$ cat config.mk
export PLATFORM = sky130hd
export DESIGN_NAME = static_memory_read_timing
export DESIGN_NICKNAME = d
export VERILOG_FILES = /design/src/rtl/static_mem_pkg.sv /design/src/rtl/bank_timing_if.sv /design/src/rtl/bank_timing_select.sv /design/src/rtl/static_memory_read_timing.sv
export SDC_FILE = /design/constraint.sdc
export NUM_CORES = 1
export LEC_CHECK = 0
export ABC_AREA = 0
export ABC_CLOCK_PERIOD_IN_PS = 7830
export BUFFER_PORTS_ARGS = -buffer_cell sky130_fd_sc_hd__buf_4
export CAP_MARGIN = 20
export CORE_MARGIN = 8
export CORE_UTILIZATION = 45
export CTS_CLUSTER_SIZE = 30
export DETAILED_ROUTE_END_ITERATION = 10
export PLACE_DENSITY = 0.7
export REMOVE_ABC_BUFFERS = 1
export SLEW_MARGIN = 15
export SYNTH_ARGS = -nofsm -noshare
export SYNTH_HDL_FRONTEND = slang
export SYNTH_SLANG_ARGS = --single-unit
$ cat constraint.sdc
create_clock -name i_clk -period 7.83 [get_ports i_clk]
set_input_delay 1.566 -clock i_clk [delete_from_list [all_inputs] [get_ports i_clk]]
set_output_delay 1.566 -clock i_clk [all_outputs]
set_load 0.005 [all_outputs]
$ cat src/rtl/static_mem_pkg.sv
// constants for the static memory read sequencer
// assumes four banks on one 25 MHz system clock
package static_mem_pkg;
    localparam int NUM_BANKS   = 4;
    localparam int BANK_W      = 2;
    localparam int XADDR_W     = 28;
    localparam int DATA_W      = 32;
    localparam int WAIT_W      = 5;   // read, write and page wait fields
    localparam int OEN_W       = 4;   // output enable delay, 0..15
    localparam int TURN_W      = 4;
    localparam int EXT_W       = 10;  // shared long wait field
    localparam int CNT_W       = 15;  // holds 16368 plus oe delay
    localparam int EXT_SHIFT   = 4;   // long wait counts in steps of 16
    // bank address field inside the system address
    localparam int BANK_LSB    = 28;
    // setup cycles before the chip select: transaction, arbitration, 2 internal
    localparam logic [2:0] PROC_LAST = 3'h3;
    localparam logic [3:0] OEN_SAT   = 4'hf;
    // bank data width codes and transfer size codes
    localparam logic [1:0] WID_8     = 2'h0;
    localparam logic [1:0] WID_16    = 2'h1;
    localparam logic [1:0] WID_32    = 2'h2;
    localparam logic [1:0] SIZE_WORD = 2'h2;

    typedef enum logic [6:0] {
        ST_IDLE    = 7'b000_0001,
        ST_PROC    = 7'b000_0010,
        ST_TURN    = 7'b000_0100,
        ST_ASSERT  = 7'b000_1000,
        ST_WAIT    = 7'b001_0000,
        ST_CAPTURE = 7'b010_0000,
        ST_DONE    = 7'b100_0000
    } seq_state_t;
endpackage : static_mem_pkg

$ cat src/rtl/bank_timing_if.sv
// timing of the addressed bank, handed from the selector to the sequencer
// assumes the sequencer drives the bank index from a register
`timescale 1ns/1ns
interface bank_timing_if;
    import static_mem_pkg::*;
    logic [BANK_W-1:0] bank;
    logic [1:0]        width;
    logic              page_en;
    logic [OEN_W-1:0]  oen;
    logic [CNT_W-1:0]  rd_cyc;
    logic [CNT_W-1:0]  wr_cyc;
    logic [CNT_W-1:0]  page_cyc;
    logic [TURN_W-1:0] turn;
    modport sel (input bank, output width, page_en, oen, rd_cyc, wr_cyc, page_cyc, turn);
    modport seq (output bank, input width, page_en, oen, rd_cyc, wr_cyc, page_cyc, turn);
endinterface : bank_timing_if

$ cat src/rtl/bank_timing_select.sv
// per-bank wait selection, extended wait substituted per bank
// assumes configuration ports stay stable while a transfer runs
`timescale 1ns/1ns
module bank_timing_select
    import static_mem_pkg::*;
(
    // per-bank configuration and the shared long wait timer
    input  wire logic [NUM_BANKS-1:0][1:0]        i_bank_width,
    input  wire logic [NUM_BANKS-1:0]             i_page_mode,
    input  wire logic [NUM_BANKS-1:0]             i_extended_wait_enable,
    input  wire logic [NUM_BANKS-1:0][WAIT_W-1:0] i_read_wait_count,
    input  wire logic [NUM_BANKS-1:0][WAIT_W-1:0] i_write_wait_count,
    input  wire logic [NUM_BANKS-1:0][WAIT_W-1:0] i_page_read_wait_count,
    input  wire logic [NUM_BANKS-1:0][OEN_W-1:0]  i_output_enable_delay,
    input  wire logic [NUM_BANKS-1:0][TURN_W-1:0] i_turnaround_wait_count,
    input  wire logic [EXT_W-1:0]                 i_long_wait_timer,
    // towards the sequencer
    bank_timing_if.sel                            tim
);
    logic [NUM_BANKS-1:0][CNT_W-1:0] rd_cyc;
    logic [NUM_BANKS-1:0][CNT_W-1:0] wr_cyc;
    logic [NUM_BANKS-1:0][CNT_W-1:0] pg_cyc;
    logic [CNT_W-1:0]                ext_cyc;

    // long wait is shared, each bank chooses it on its own enable
    assign ext_cyc = CNT_W'(i_long_wait_timer) << EXT_SHIFT;

    genvar b;
    generate
        for (b = 0; b < NUM_BANKS; b++)
        begin : g_bank
            // extended wait times both directions of that bank only
            assign rd_cyc[b] = i_extended_wait_enable[b] ? ext_cyc
                             : CNT_W'(i_read_wait_count[b]);
            assign wr_cyc[b] = i_extended_wait_enable[b] ? ext_cyc
                             : CNT_W'(i_write_wait_count[b]);
            assign pg_cyc[b] = CNT_W'(i_page_read_wait_count[b]);
        end
    endgenerate

    // select the addressed bank
    assign tim.width    = i_bank_width[tim.bank];
    assign tim.page_en  = i_page_mode[tim.bank];
    assign tim.oen      = i_output_enable_delay[tim.bank];
    assign tim.rd_cyc   = rd_cyc[tim.bank];
    assign tim.wr_cyc   = wr_cyc[tim.bank];
    assign tim.page_cyc = pg_cyc[tim.bank];
    assign tim.turn     = i_turnaround_wait_count[tim.bank];
endmodule : bank_timing_select

$ cat src/rtl/static_memory_read_timing.sv
// static memory sequencer: system bus transfer to external ROM/SRAM/flash beats
// assumes a single outstanding request and configuration held stable meanwhile
`timescale 1ns/1ns
module static_memory_read_timing
    import static_mem_pkg::*;
(
    // clock and reset
    input  wire logic                             i_clk,
    input  wire logic                             i_rst,
    // system bus request
    input  wire logic                             i_req,
    input  wire logic [DATA_W-1:0]                i_addr,
    input  wire logic                             i_write,
    input  wire logic [1:0]                       i_size,
    input  wire logic [DATA_W-1:0]                i_wdata,
    // system bus answer
    output logic                                  o_ready,
    output logic                                  o_rdata_valid,
    output logic [DATA_W-1:0]                     o_rdata,
    // bank configuration
    input  wire logic [NUM_BANKS-1:0][1:0]        i_bank_width,
    input  wire logic [NUM_BANKS-1:0]             i_page_mode,
    input  wire logic [NUM_BANKS-1:0]             i_extended_wait_enable,
    input  wire logic [NUM_BANKS-1:0][WAIT_W-1:0] i_read_wait_count,
    input  wire logic [NUM_BANKS-1:0][WAIT_W-1:0] i_write_wait_count,
    input  wire logic [NUM_BANKS-1:0][WAIT_W-1:0] i_page_read_wait_count,
    input  wire logic [NUM_BANKS-1:0][OEN_W-1:0]  i_output_enable_delay,
    input  wire logic [NUM_BANKS-1:0][TURN_W-1:0] i_turnaround_wait_count,
    input  wire logic [EXT_W-1:0]                 i_long_wait_timer,
    // external static memory
    output logic [NUM_BANKS-1:0]                  o_static_bank_select_low,
    output logic [XADDR_W-1:0]                    o_external_address_out,
    output logic                                  o_output_enable_low,
    output logic                                  o_write_enable_low,
    output logic [DATA_W-1:0]                     o_mem_wdata,
    output logic                                  o_mem_wdata_oe,
    input  wire logic [DATA_W-1:0]                i_mem_rdata
);
    bank_timing_if tim ();

    seq_state_t          state_q, state_d;
    logic [CNT_W-1:0]    cnt_q;
    logic [1:0]          beat_q;
    logic [1:0]          last_beat_q;
    logic [OEN_W-1:0]    ela_q;
    logic                write_q;
    logic                last_read_q;
    logic [BANK_W-1:0]   bank_q;
    logic [XADDR_W-1:0]  xaddr_q;
    logic [DATA_W-1:0]   rdata_q;
    logic [DATA_W-1:0]   wdata_q;

    bank_timing_select u_sel (
        .i_bank_width           (i_bank_width),
        .i_page_mode            (i_page_mode),
        .i_extended_wait_enable (i_extended_wait_enable),
        .i_read_wait_count      (i_read_wait_count),
        .i_write_wait_count     (i_write_wait_count),
        .i_page_read_wait_count (i_page_read_wait_count),
        .i_output_enable_delay  (i_output_enable_delay),
        .i_turnaround_wait_count(i_turnaround_wait_count),
        .i_long_wait_timer      (i_long_wait_timer),
        .tim                    (tim)
    );
    assign tim.bank = bank_q;

    // decode of the sequencer state
    wire accept    = i_req && (state_q == ST_IDLE || state_q == ST_DONE);
    wire cs_active = state_q == ST_ASSERT || state_q == ST_WAIT
                  || state_q == ST_CAPTURE;
    wire cnt_zero  = cnt_q == '0;
    wire beat_end  = beat_q == last_beat_q;
    wire do_turn   = write_q && last_read_q && tim.turn != '0;
    wire [1:0] req_bank_w = i_bank_width[i_addr[BANK_LSB +: BANK_W]];
    // beats per transfer: size over bank width, never below one
    wire [1:0] req_last = (i_size > req_bank_w)
                        ? 2'((3'h1 << (i_size - req_bank_w)) - 3'h1) : 2'h0;
    // oe delay only on the first beat; later beats take page wait in page mode, else read wait
    wire [CNT_W-1:0] rd_first = tim.rd_cyc + CNT_W'(tim.oen);
    wire [CNT_W-1:0] beat_cyc = write_q ? tim.wr_cyc
                              : (beat_q != 2'h0 && tim.page_en) ? tim.page_cyc
                              : (beat_q != 2'h0) ? tim.rd_cyc : rd_first;
    wire [4:0] lane_sh = 5'(beat_q) << (3 + tim.width);
    wire [XADDR_W-1:0] step = XADDR_W'(1) << tim.width;

    // next state
    always_comb
    begin
        state_d = state_q;
        case (state_q)
            ST_IDLE:    if (accept) state_d = ST_PROC;
            ST_PROC:    if (cnt_zero) state_d = do_turn ? ST_TURN : ST_ASSERT;
            ST_TURN:    if (cnt_zero) state_d = ST_ASSERT;
            ST_ASSERT:  state_d = (beat_cyc == '0) ? ST_CAPTURE : ST_WAIT;
            ST_WAIT:    if (cnt_zero) state_d = ST_CAPTURE;
            ST_CAPTURE: state_d = beat_end ? ST_DONE : ST_ASSERT;
            ST_DONE:    state_d = accept ? ST_PROC : ST_IDLE;
            default:    state_d = ST_IDLE;
        endcase
    end

    always_ff @(posedge i_clk)
    begin
        if (i_rst)
            state_q <= ST_IDLE;
        else
            state_q <= state_d;
    end

    // cycle counter shared by setup, turnaround and wait phases
    // a zero turn count wraps here; harmless, since the assert state reloads it
    always_ff @(posedge i_clk)
    begin
        if (i_rst)
            cnt_q <= '0;
        else if (accept)
            cnt_q <= CNT_W'(PROC_LAST);
        else if (state_q == ST_PROC && cnt_zero)
            cnt_q <= CNT_W'(tim.turn) - CNT_W'(1);
        else if (state_q == ST_ASSERT)
            cnt_q <= beat_cyc - CNT_W'(1);
        else if (!cnt_zero)
            cnt_q <= cnt_q - CNT_W'(1);
    end

    // request capture; bank index steers the timing selector
    always_ff @(posedge i_clk)
    begin
        if (i_rst)
        begin
            write_q     <= 1'b0;
            bank_q      <= '0;
            last_beat_q <= 2'h0;
        end
        else if (accept)
        begin
            write_q     <= i_write;
            bank_q      <= i_addr[BANK_LSB +: BANK_W];
            last_beat_q <= req_last;
        end
    end

    // beat index and external address, stepped by bank width per beat
    always_ff @(posedge i_clk)
    begin
        if (i_rst)
        begin
            beat_q  <= 2'h0;
            xaddr_q <= '0;
        end
        else if (accept)
        begin
            beat_q  <= 2'h0;
            xaddr_q <= i_addr[XADDR_W-1:0];
        end
        else if (state_q == ST_CAPTURE && !beat_end)
        begin
            beat_q  <= beat_q + 2'h1;
            xaddr_q <= xaddr_q + step;
        end
    end

    // cycles since chip select went low, saturating; gates output enable
    always_ff @(posedge i_clk)
    begin
        if (i_rst || !cs_active)
            ela_q <= '0;
        else if (ela_q != OEN_SAT)
            ela_q <= ela_q + 4'h1;
    end

    // read data assembled lane by lane, first beat in the low bytes
    always_ff @(posedge i_clk)
    begin
        if (i_rst)
            rdata_q <= '0;
        else if (state_q == ST_CAPTURE && !write_q)
        begin
            case (tim.width)
                WID_8:   rdata_q[lane_sh +: 8]  <= i_mem_rdata[7:0];
                WID_16:  rdata_q[lane_sh +: 16] <= i_mem_rdata[15:0];
                default: rdata_q                <= i_mem_rdata;
            endcase
        end
    end

    // write data shifts down one bank width after each beat
    always_ff @(posedge i_clk)
    begin
        if (i_rst)
            wdata_q <= '0;
        else if (accept)
            wdata_q <= i_wdata;
        else if (state_q == ST_CAPTURE)
            wdata_q <= wdata_q >> (6'h8 << tim.width);
    end

    // remembers direction of the last external transfer for turnaround
    always_ff @(posedge i_clk)
    begin
        if (i_rst)
            last_read_q <= 1'b0;
        else if (state_q == ST_DONE)
            last_read_q <= !write_q;
    end

    // bus answer: ready held low from acceptance until the word is ready
    assign o_ready       = state_q == ST_IDLE || state_q == ST_DONE;
    assign o_rdata_valid = state_q == ST_DONE && !write_q;
    assign o_rdata       = rdata_q;

    // external pins; oe and cs fall away together since both use cs_active
    genvar b;
    generate
        for (b = 0; b < NUM_BANKS; b++)
        begin : g_cs
            assign o_static_bank_select_low[b] = !(cs_active && bank_q == b);
        end
    endgenerate
    assign o_external_address_out = xaddr_q;
    assign o_output_enable_low    = !(cs_active && !write_q
                                      && ela_q >= tim.oen);
    // write strobe timing is not refined here: held over the whole beat
    assign o_write_enable_low     = !(cs_active && write_q);
    assign o_mem_wdata            = wdata_q;
    assign o_mem_wdata_oe         = cs_active && write_q;

    // checks
    wire cs_any = !(&o_static_bank_select_low);
    wire [1:0] a_bank = i_addr[BANK_LSB +: BANK_W];
    wire plain_rd = accept && !i_write && i_size == SIZE_WORD
                 && req_bank_w == WID_32 && !i_extended_wait_enable[a_bank]
                 && i_output_enable_delay[a_bank] == 4'h0;
    logic [2:0] cap_cnt_q;
    always_ff @(posedge i_clk)
    begin
        if (i_rst || accept)
            cap_cnt_q <= 3'h0;
        else if (state_q == ST_CAPTURE)
            cap_cnt_q <= cap_cnt_q + 3'h1;
    end
endmodule : static_memory_read_timing
Word-level counts from Yosys, hierarchy flattened
Index checks and enable logic that the tools add are counted.

operators by class
  add/sub/neg operators = 11
  equal/unequal tests = 19
  shift operators = 9
  reductions and logical operators = 38
  mux-type cells = 48
  magnitude comparators = 4

operator list
  operator                 number
  $mux 15                  9
  $mux 14                  8
  $bmux 15 s2              3
  $bwmux 32                2
  $mux 32                  2
  $pmux 32 s2              1
  $mux 28                  2
  $pmux 7 s7               1
  $mux 7                   5
  $shift 16x7->32 const A  1
  $shift 8x7->32 const A   1
  $shiftx 16x7->32         1
  $shiftx 8x7->32          1
  $shr 32x6->32            1
  $logic_not 15->1         2
  $sub 15x1->15 const B    2
  $add 28x28->28           1
  $shl 1x2->28 const A     1
  $bmux 4 s2               2
  $add 15x4->15            1
  $logic_and 1x1->1        15
  $mux 4                   3
  $mux 2                   5
  $logic_not 1->1          9
  other kinds (37)         50

word-level totals
  input bits = 220
  output and inout port bits = 101
  bits in registers = 126
  logic and storage cells = 141

Logic depth before layout (Yosys ltp)
  depth in word-level cells = 11
  depth in mapped cells = 25
  mapped depth without buffers = 18

By module
A second synthesis with hierarchy kept.

unflattened totals
  cell total of the unflattened synthesis = 1613
  area, all modules = 11990.2 µm²

by module, submodules not included
  module                     times used  area an instance (µm²)  seq. area each (µm²)  cells an instance
  static_memory_read_timing  1           11033.1                 2522.4                1518
  bank_timing_select         1           957.2                   0.0                   95

Least setup slack after synthesis
OpenSTA, ideal clock, no wires.

  path type = register to register
  start = reg bank_q[0]
  end = reg rdata_q[28], in the netlist o_rdata[28]
  cell stages (with the launch flop) = 23
  period minus slack after synthesis = 5.807 ns
  setup slack = 2.023 ns
  path buffers = 10
  library setup time = 0.086 ns
  required time = 7.744 ns
  data arrival time = 5.722 ns
  cells stage by stage = dfxtp_1 > buf_6 > buf_2 > buf_1 > clkbuf_1 > mux4_2 > inv_1 > ha_1 > clkbuf_1 > and4_4 > buf_6 > inv_2 > ha_1 > inv_1 > ha_1 > clkbuf_1 > clkbuf_1 > clkbuf_1 > clkbuf_1 > a22oi_1 > o41ai_1 > a21oi_1 > a211oi_1

between the ends
  cells in the longest elaborated chain, start to end = 8
  elaborated cells between the ends (all ways) = 14
  those cells by class = add/sub (2); eq/ne (1); shift (5); mux (5); reduce/logical (1)

RTL lines
  what                                            line                                                                RTL
  from (decl)                                     static_memory_read_timing.sv:48                                     logic [BANK_W-1:0] bank_q;
  from (signal assigned)                          static_memory_read_timing.sv:138                                    bank_q <= i_addr[BANK_LSB +: BANK_W];
  $bmux 2 s2 *                                    bank_timing_select.sv:42                                            assign tim.width = i_bank_width[tim.bank];
  $mux 2 (not written as such) *                  bank_timing_select.sv:42
  $add 2x2->3                                     static_memory_read_timing.sv:83                                     wire [4:0] lane_sh = 5'(beat_q) << (3 + tim.width);
  $shl 2x3->5                                     static_memory_read_timing.sv:83
  $neg 5->7                                       static_memory_read_timing.sv:180, static_memory_read_timing.sv:181
  $shiftx 16x7->32, or another cell as far along  static_memory_read_timing.sv:181                                    WID_16: rdata_q[lane_sh +: 16] <= i_mem_rdata[15:0];
  $bwmux 32 (on tied branches)                    static_memory_read_timing.sv:181, static_memory_read_timing.sv:180
  $pmux 32 s2 *                                   static_memory_read_timing.sv:179                                    case (tim.width)
  to (signal, indexed assignment)                 static_memory_read_timing.sv:180                                    WID_8: rdata_q[lane_sh +: 8] <= i_mem_rdata[7:0];
  to (signal, indexed assignment)                 static_memory_read_timing.sv:181
  to (signal assigned)                            static_memory_read_timing.sv:182                                    default: rdata_q <= i_mem_rdata;
  to (decl)                                       static_memory_read_timing.sv:50                                     logic [DATA_W-1:0] rdata_q;

Mark *: on every way between the ends. The rest lies on a longest branch, timed or not. The select of a mux whose other input is x is not followed.
A chain may end at the register's enable or synchronous reset.

Worst setup path after layout
  start = in i_bank_width[7] (netlist bit)
  end = reg rdata_q[16], in the netlist o_rdata[16]

between the ends
  cells in the longest elaborated chain, start to end = 8
  elaborated cells between the ends (all ways) = 14
  those cells by class = add/sub (2); eq/ne (1); shift (5); mux (5); reduce/logical (1)

RTL lines
  what                                            line                                                                RTL
  from (decl)                                     static_memory_read_timing.sv:21                                     input wire logic [NUM_BANKS-1:0][1:0] i_bank_width,
  $bmux 2 s2 *                                    bank_timing_select.sv:42
  $mux 2 (not written as such) *                  bank_timing_select.sv:42
  $add 2x2->3                                     static_memory_read_timing.sv:83
  $shl 2x3->5                                     static_memory_read_timing.sv:83
  $neg 5->7                                       static_memory_read_timing.sv:180, static_memory_read_timing.sv:181
  $shiftx 16x7->32, or another cell as far along  static_memory_read_timing.sv:181
  $bwmux 32 (on tied branches)                    static_memory_read_timing.sv:181, static_memory_read_timing.sv:180
  $pmux 32 s2 *                                   static_memory_read_timing.sv:179

Marks and branches as above.

==> impl_metrics.tcl <==
set metrics [dict create \
    root_buffer "clkbuf_16" \
    seqPwrFrac_pct 29.6 \
    grt_max_degree 64 \
    setup.worst_path.class "in -> reg" \
    p_leak_nw 5.80 \
    die_x_um 176 \
    max_slew_margin_pct 17.4 \
    postRouteAntennaNets 0 \
    fin_crit_sh_pct 84.5 \
    ff2ff_setup_slack_ns 1.63 \
    avgSynthCellArea_sq_um 7.46 \
    async_reset_ff_share_pct 0 \
    cp-end-kind "register" \
    crit_path_start "i_bank_width[7]" \
    clock_path_buffers 2 \
    viasPerCell 6.44 \
    yosysMostFrequentCell "nor2_1" \
    hp-class "reg -> reg" \
    avgRoutedWirePerCell_um 22.6 \
    sw_frac_of_total_pct 36.8 \
    arrival_ns 6.91 \
    critPathLaunchType "primary input" \
    synth-edff-count 0 \
    h-tree-depth 4 \
    cts_setup_buffers 0 \
    maxCapViolations 0 \
    use_met3_pct 10.4 \
    met1_usage_pct 36.8 \
    synth_common_cells "nor2_1, nand2_1, dfxtp_1" \
    post-synth-top-area-cell "dfxtp_1" \
    worst_pin_slew_ns 1.24 \
    finalSetupViolations 0 \
    wirelength_um 48100 \
    ios 321 \
    synth-seq-cells 126 \
    insertion_delay_ns 0.45 \
    vias 13696 \
    cts_tree "built" \
    clkSlewWorstSetupHoldPaths_ns 0.06 \
    ys.flop_type "dfxtp_1" \
    grt_use_total_pct 29.6 \
    numPortBuffers 318 \
    nets 2035 \
    row_count 58 \
    place_congestion 0.991 \
    powerDensity_nw_per_um2 187 \
    power_switching_mw 1.01 \
    hold_buffers 0 \
    die_h_um 176 \
    max_freq_mhz 151 \
    numCtsBuffers 17 \
    antenna_found_initial 0 \
    n_antenna_cell 0 \
    skew_ns 0.0197 \
    drt_iter0_markers 1360 \
    maxSlewViolCount 0 \
    drive_above_1_share_pct 25.7 \
    synth_top_cell_area_share_pct 22.0 \
    hold_depth 2 \
    seq_area_frac_synth_pct 22.0 \
    worstSetupEndpoint "o_rdata[16]" \
    synth_area_leaders "dfxtp_1, nor2_1, mux2i_1" \
    clockPowerShare_pct 32.8 \
    placed_area_sq_um 14000 \
    synthCells 1539 \
    finalHoldViolations 0 \
    coreArea_sq_um 25100 \
    gr-usage-met2_pct 46.2 \
    netlist_area_sq_um 11500 \
    reg2reg_from "bank_q[1]" \
    start_util_pct 45.7 \
    area_delta_synth_final_pct 27.5 \
    drc_errors 0 \
    ir_drop_v 0.000197 \
    pwr-share-comb_pct 37.6 \
    rsz0062_at_grt "false" \
    crit_fanout 27 \
    finalSetupTns_ns 0 \
    grt_pass1_wl_um 73600 \
    status "completed" \
    yosysWarnings 0 \
    die_area_sq_um 30900 \
    dp_hpwl_um 35100 \
    r2r_end "o_rdata[16]" \
    p_int_mw 1.73 \
    synth.distinct_cells 99 \
    grt.overflow.total 0 \
    busiest_layer "met2" \
    r2r_cells 16 \
    grt_pass1_vias 13230 \
    drt_pre_antenna_iters 7 \
    post-route-min-period_ns 6.62 \
    cts-resized-gates 0 \
    final_area_sq_um 14600 \
    worst-endpoint-required_ns 8.13 \
    cts_sinks 126 \
]
==> flip-flops by register name (all words and copies together) (netlist names) <==
signal / count
last_beat_q: 2
o_mem_wdata: 32
cnt_q: 15
bank_q: 2
ela_q: 4
beat_q: 2
last_read_q: 1
write_q: 1
o_external_address_out: 28
o_rdata: 32
state_q: 7
==> metrics by stage <==
stage / util [%] / total power, mW / instances / worst slack (ns) / hold WS [ns]
6_report: 58.3 / 2.74 / 2127 / 1.21 / 0.473
5_1_grt: 58.3 / 2.88 / 2127 / 1.04 / 0.500
4_1_cts: 58.2 / 2.73 / 2126 / 1.47 / 0.475
3_5_place_dp: 55.7 / 1.83 / 2095 / 1.03 / 0.465
3_3_place_gp: 55.7 / 1.81 / 2095 / 1.12 / 0.464
2_1_floorplan: - / 1.41 / 1422 / 1.30 / 0.444
==> critical path, cell delays in order <==
cell and delay (ns):
buf_4 0.11, mux4_2 0.52, inv_1 0.13, ha_1 0.42
and4_4 0.42, inv_2 0.21, ha_1 0.38, inv_1 0.22
nand4_1 0.32, nand3_2 0.27, nor2_1 1.00, nand2_1 0.17
nor2_1 0.58, o21ai_0 0.19, a311oi_1 0.29, nor3_1 0.08
==> worst min path at each step <==
stage / from / endpoint
after floorplan: last_beat_q[1] / last_beat_q[1]
after global routing: last_beat_q[1] / last_beat_q[1]
after global placement: last_beat_q[1] / last_beat_q[1]
after detailed placement: last_beat_q[1] / last_beat_q[1]
after CTS: last_beat_q[1] / last_beat_q[1]
final: last_beat_q[1] / last_beat_q[1]
==> metal layers <==
| layer | wire length [um] | share of wire, % |
|---|---|---|
| met5 | 0 | 0 |
| met4 | 1630 | 3.4 |
| met3 | 5770 | 12 |
| met2 | 21500 | 45 |
| met1 | 19200 | 40 |
==> final cells by class <==
cell class | count | area, sq um
clock buffers | 17 | 425
multi-input cells | 1258 | 8340
inverters | 38 | 145
well taps | 330 | 413
flip-flops and latches | 126 | 2520
clock inverters | 14 | 208
repair buffers | 344 | 2580
fillers | 2392 | 10500
==> cell families (layout without fill, tap and decap cells) <==
family          after synthesis  count (layout)  share of synthesized area (%)
buf+inv                     155             413                           5.64
xor+xnor                     55              55                           4.20
compound gates              493             493                           29.7
simple gates                585             585                           24.6
flops                       126             126                           22.0
mux                          95              95                           10.5
fa+ha+maj                    30              30                           3.47
==> power by group through the flow <==
stage	combinational (mW)	sequential, mW	clock [mW]
floorplan	0.611	0.798	0
global placement	0.990	0.819	0
detailed placement	1.01	0.820	0
CTS	1.02	0.808	0.906
global route	1.13	0.819	0.933
finish	1.03	0.810	0.900
==> cell usage in the layout (no fill, tap or decap), types with 7 or more instances in the layout <==
cell	n
a211o_1	12
a211oi_1	53
mux2_2	21
o21ai_1	13
o211ai_1	10
clkbuf_16	17
and3_1	12
nor2_1	171
nor2b_1	21
xor2_1	29
xnor2_1	26
nand4_1	21
nor4_1	9
a221oi_1	30
dfxtp_1	125
o22ai_1	14
nor3_1	66
a311oi_1	9
ha_1	24
nand2b_1	17
or3_1	14
a31oi_1	26
and2_1	8
o21a_1	7
a22oi_1	37
nand3_1	51
o21ai_0	83
mux4_2	17
buf_4	344
or2_2	7
a22o_1	11
mux2i_1	54
nand2_1	143
inv_1	34
a21oi_1	99
a21o_1	9
No activity file was read; power rests on OpenSTA's default activity.
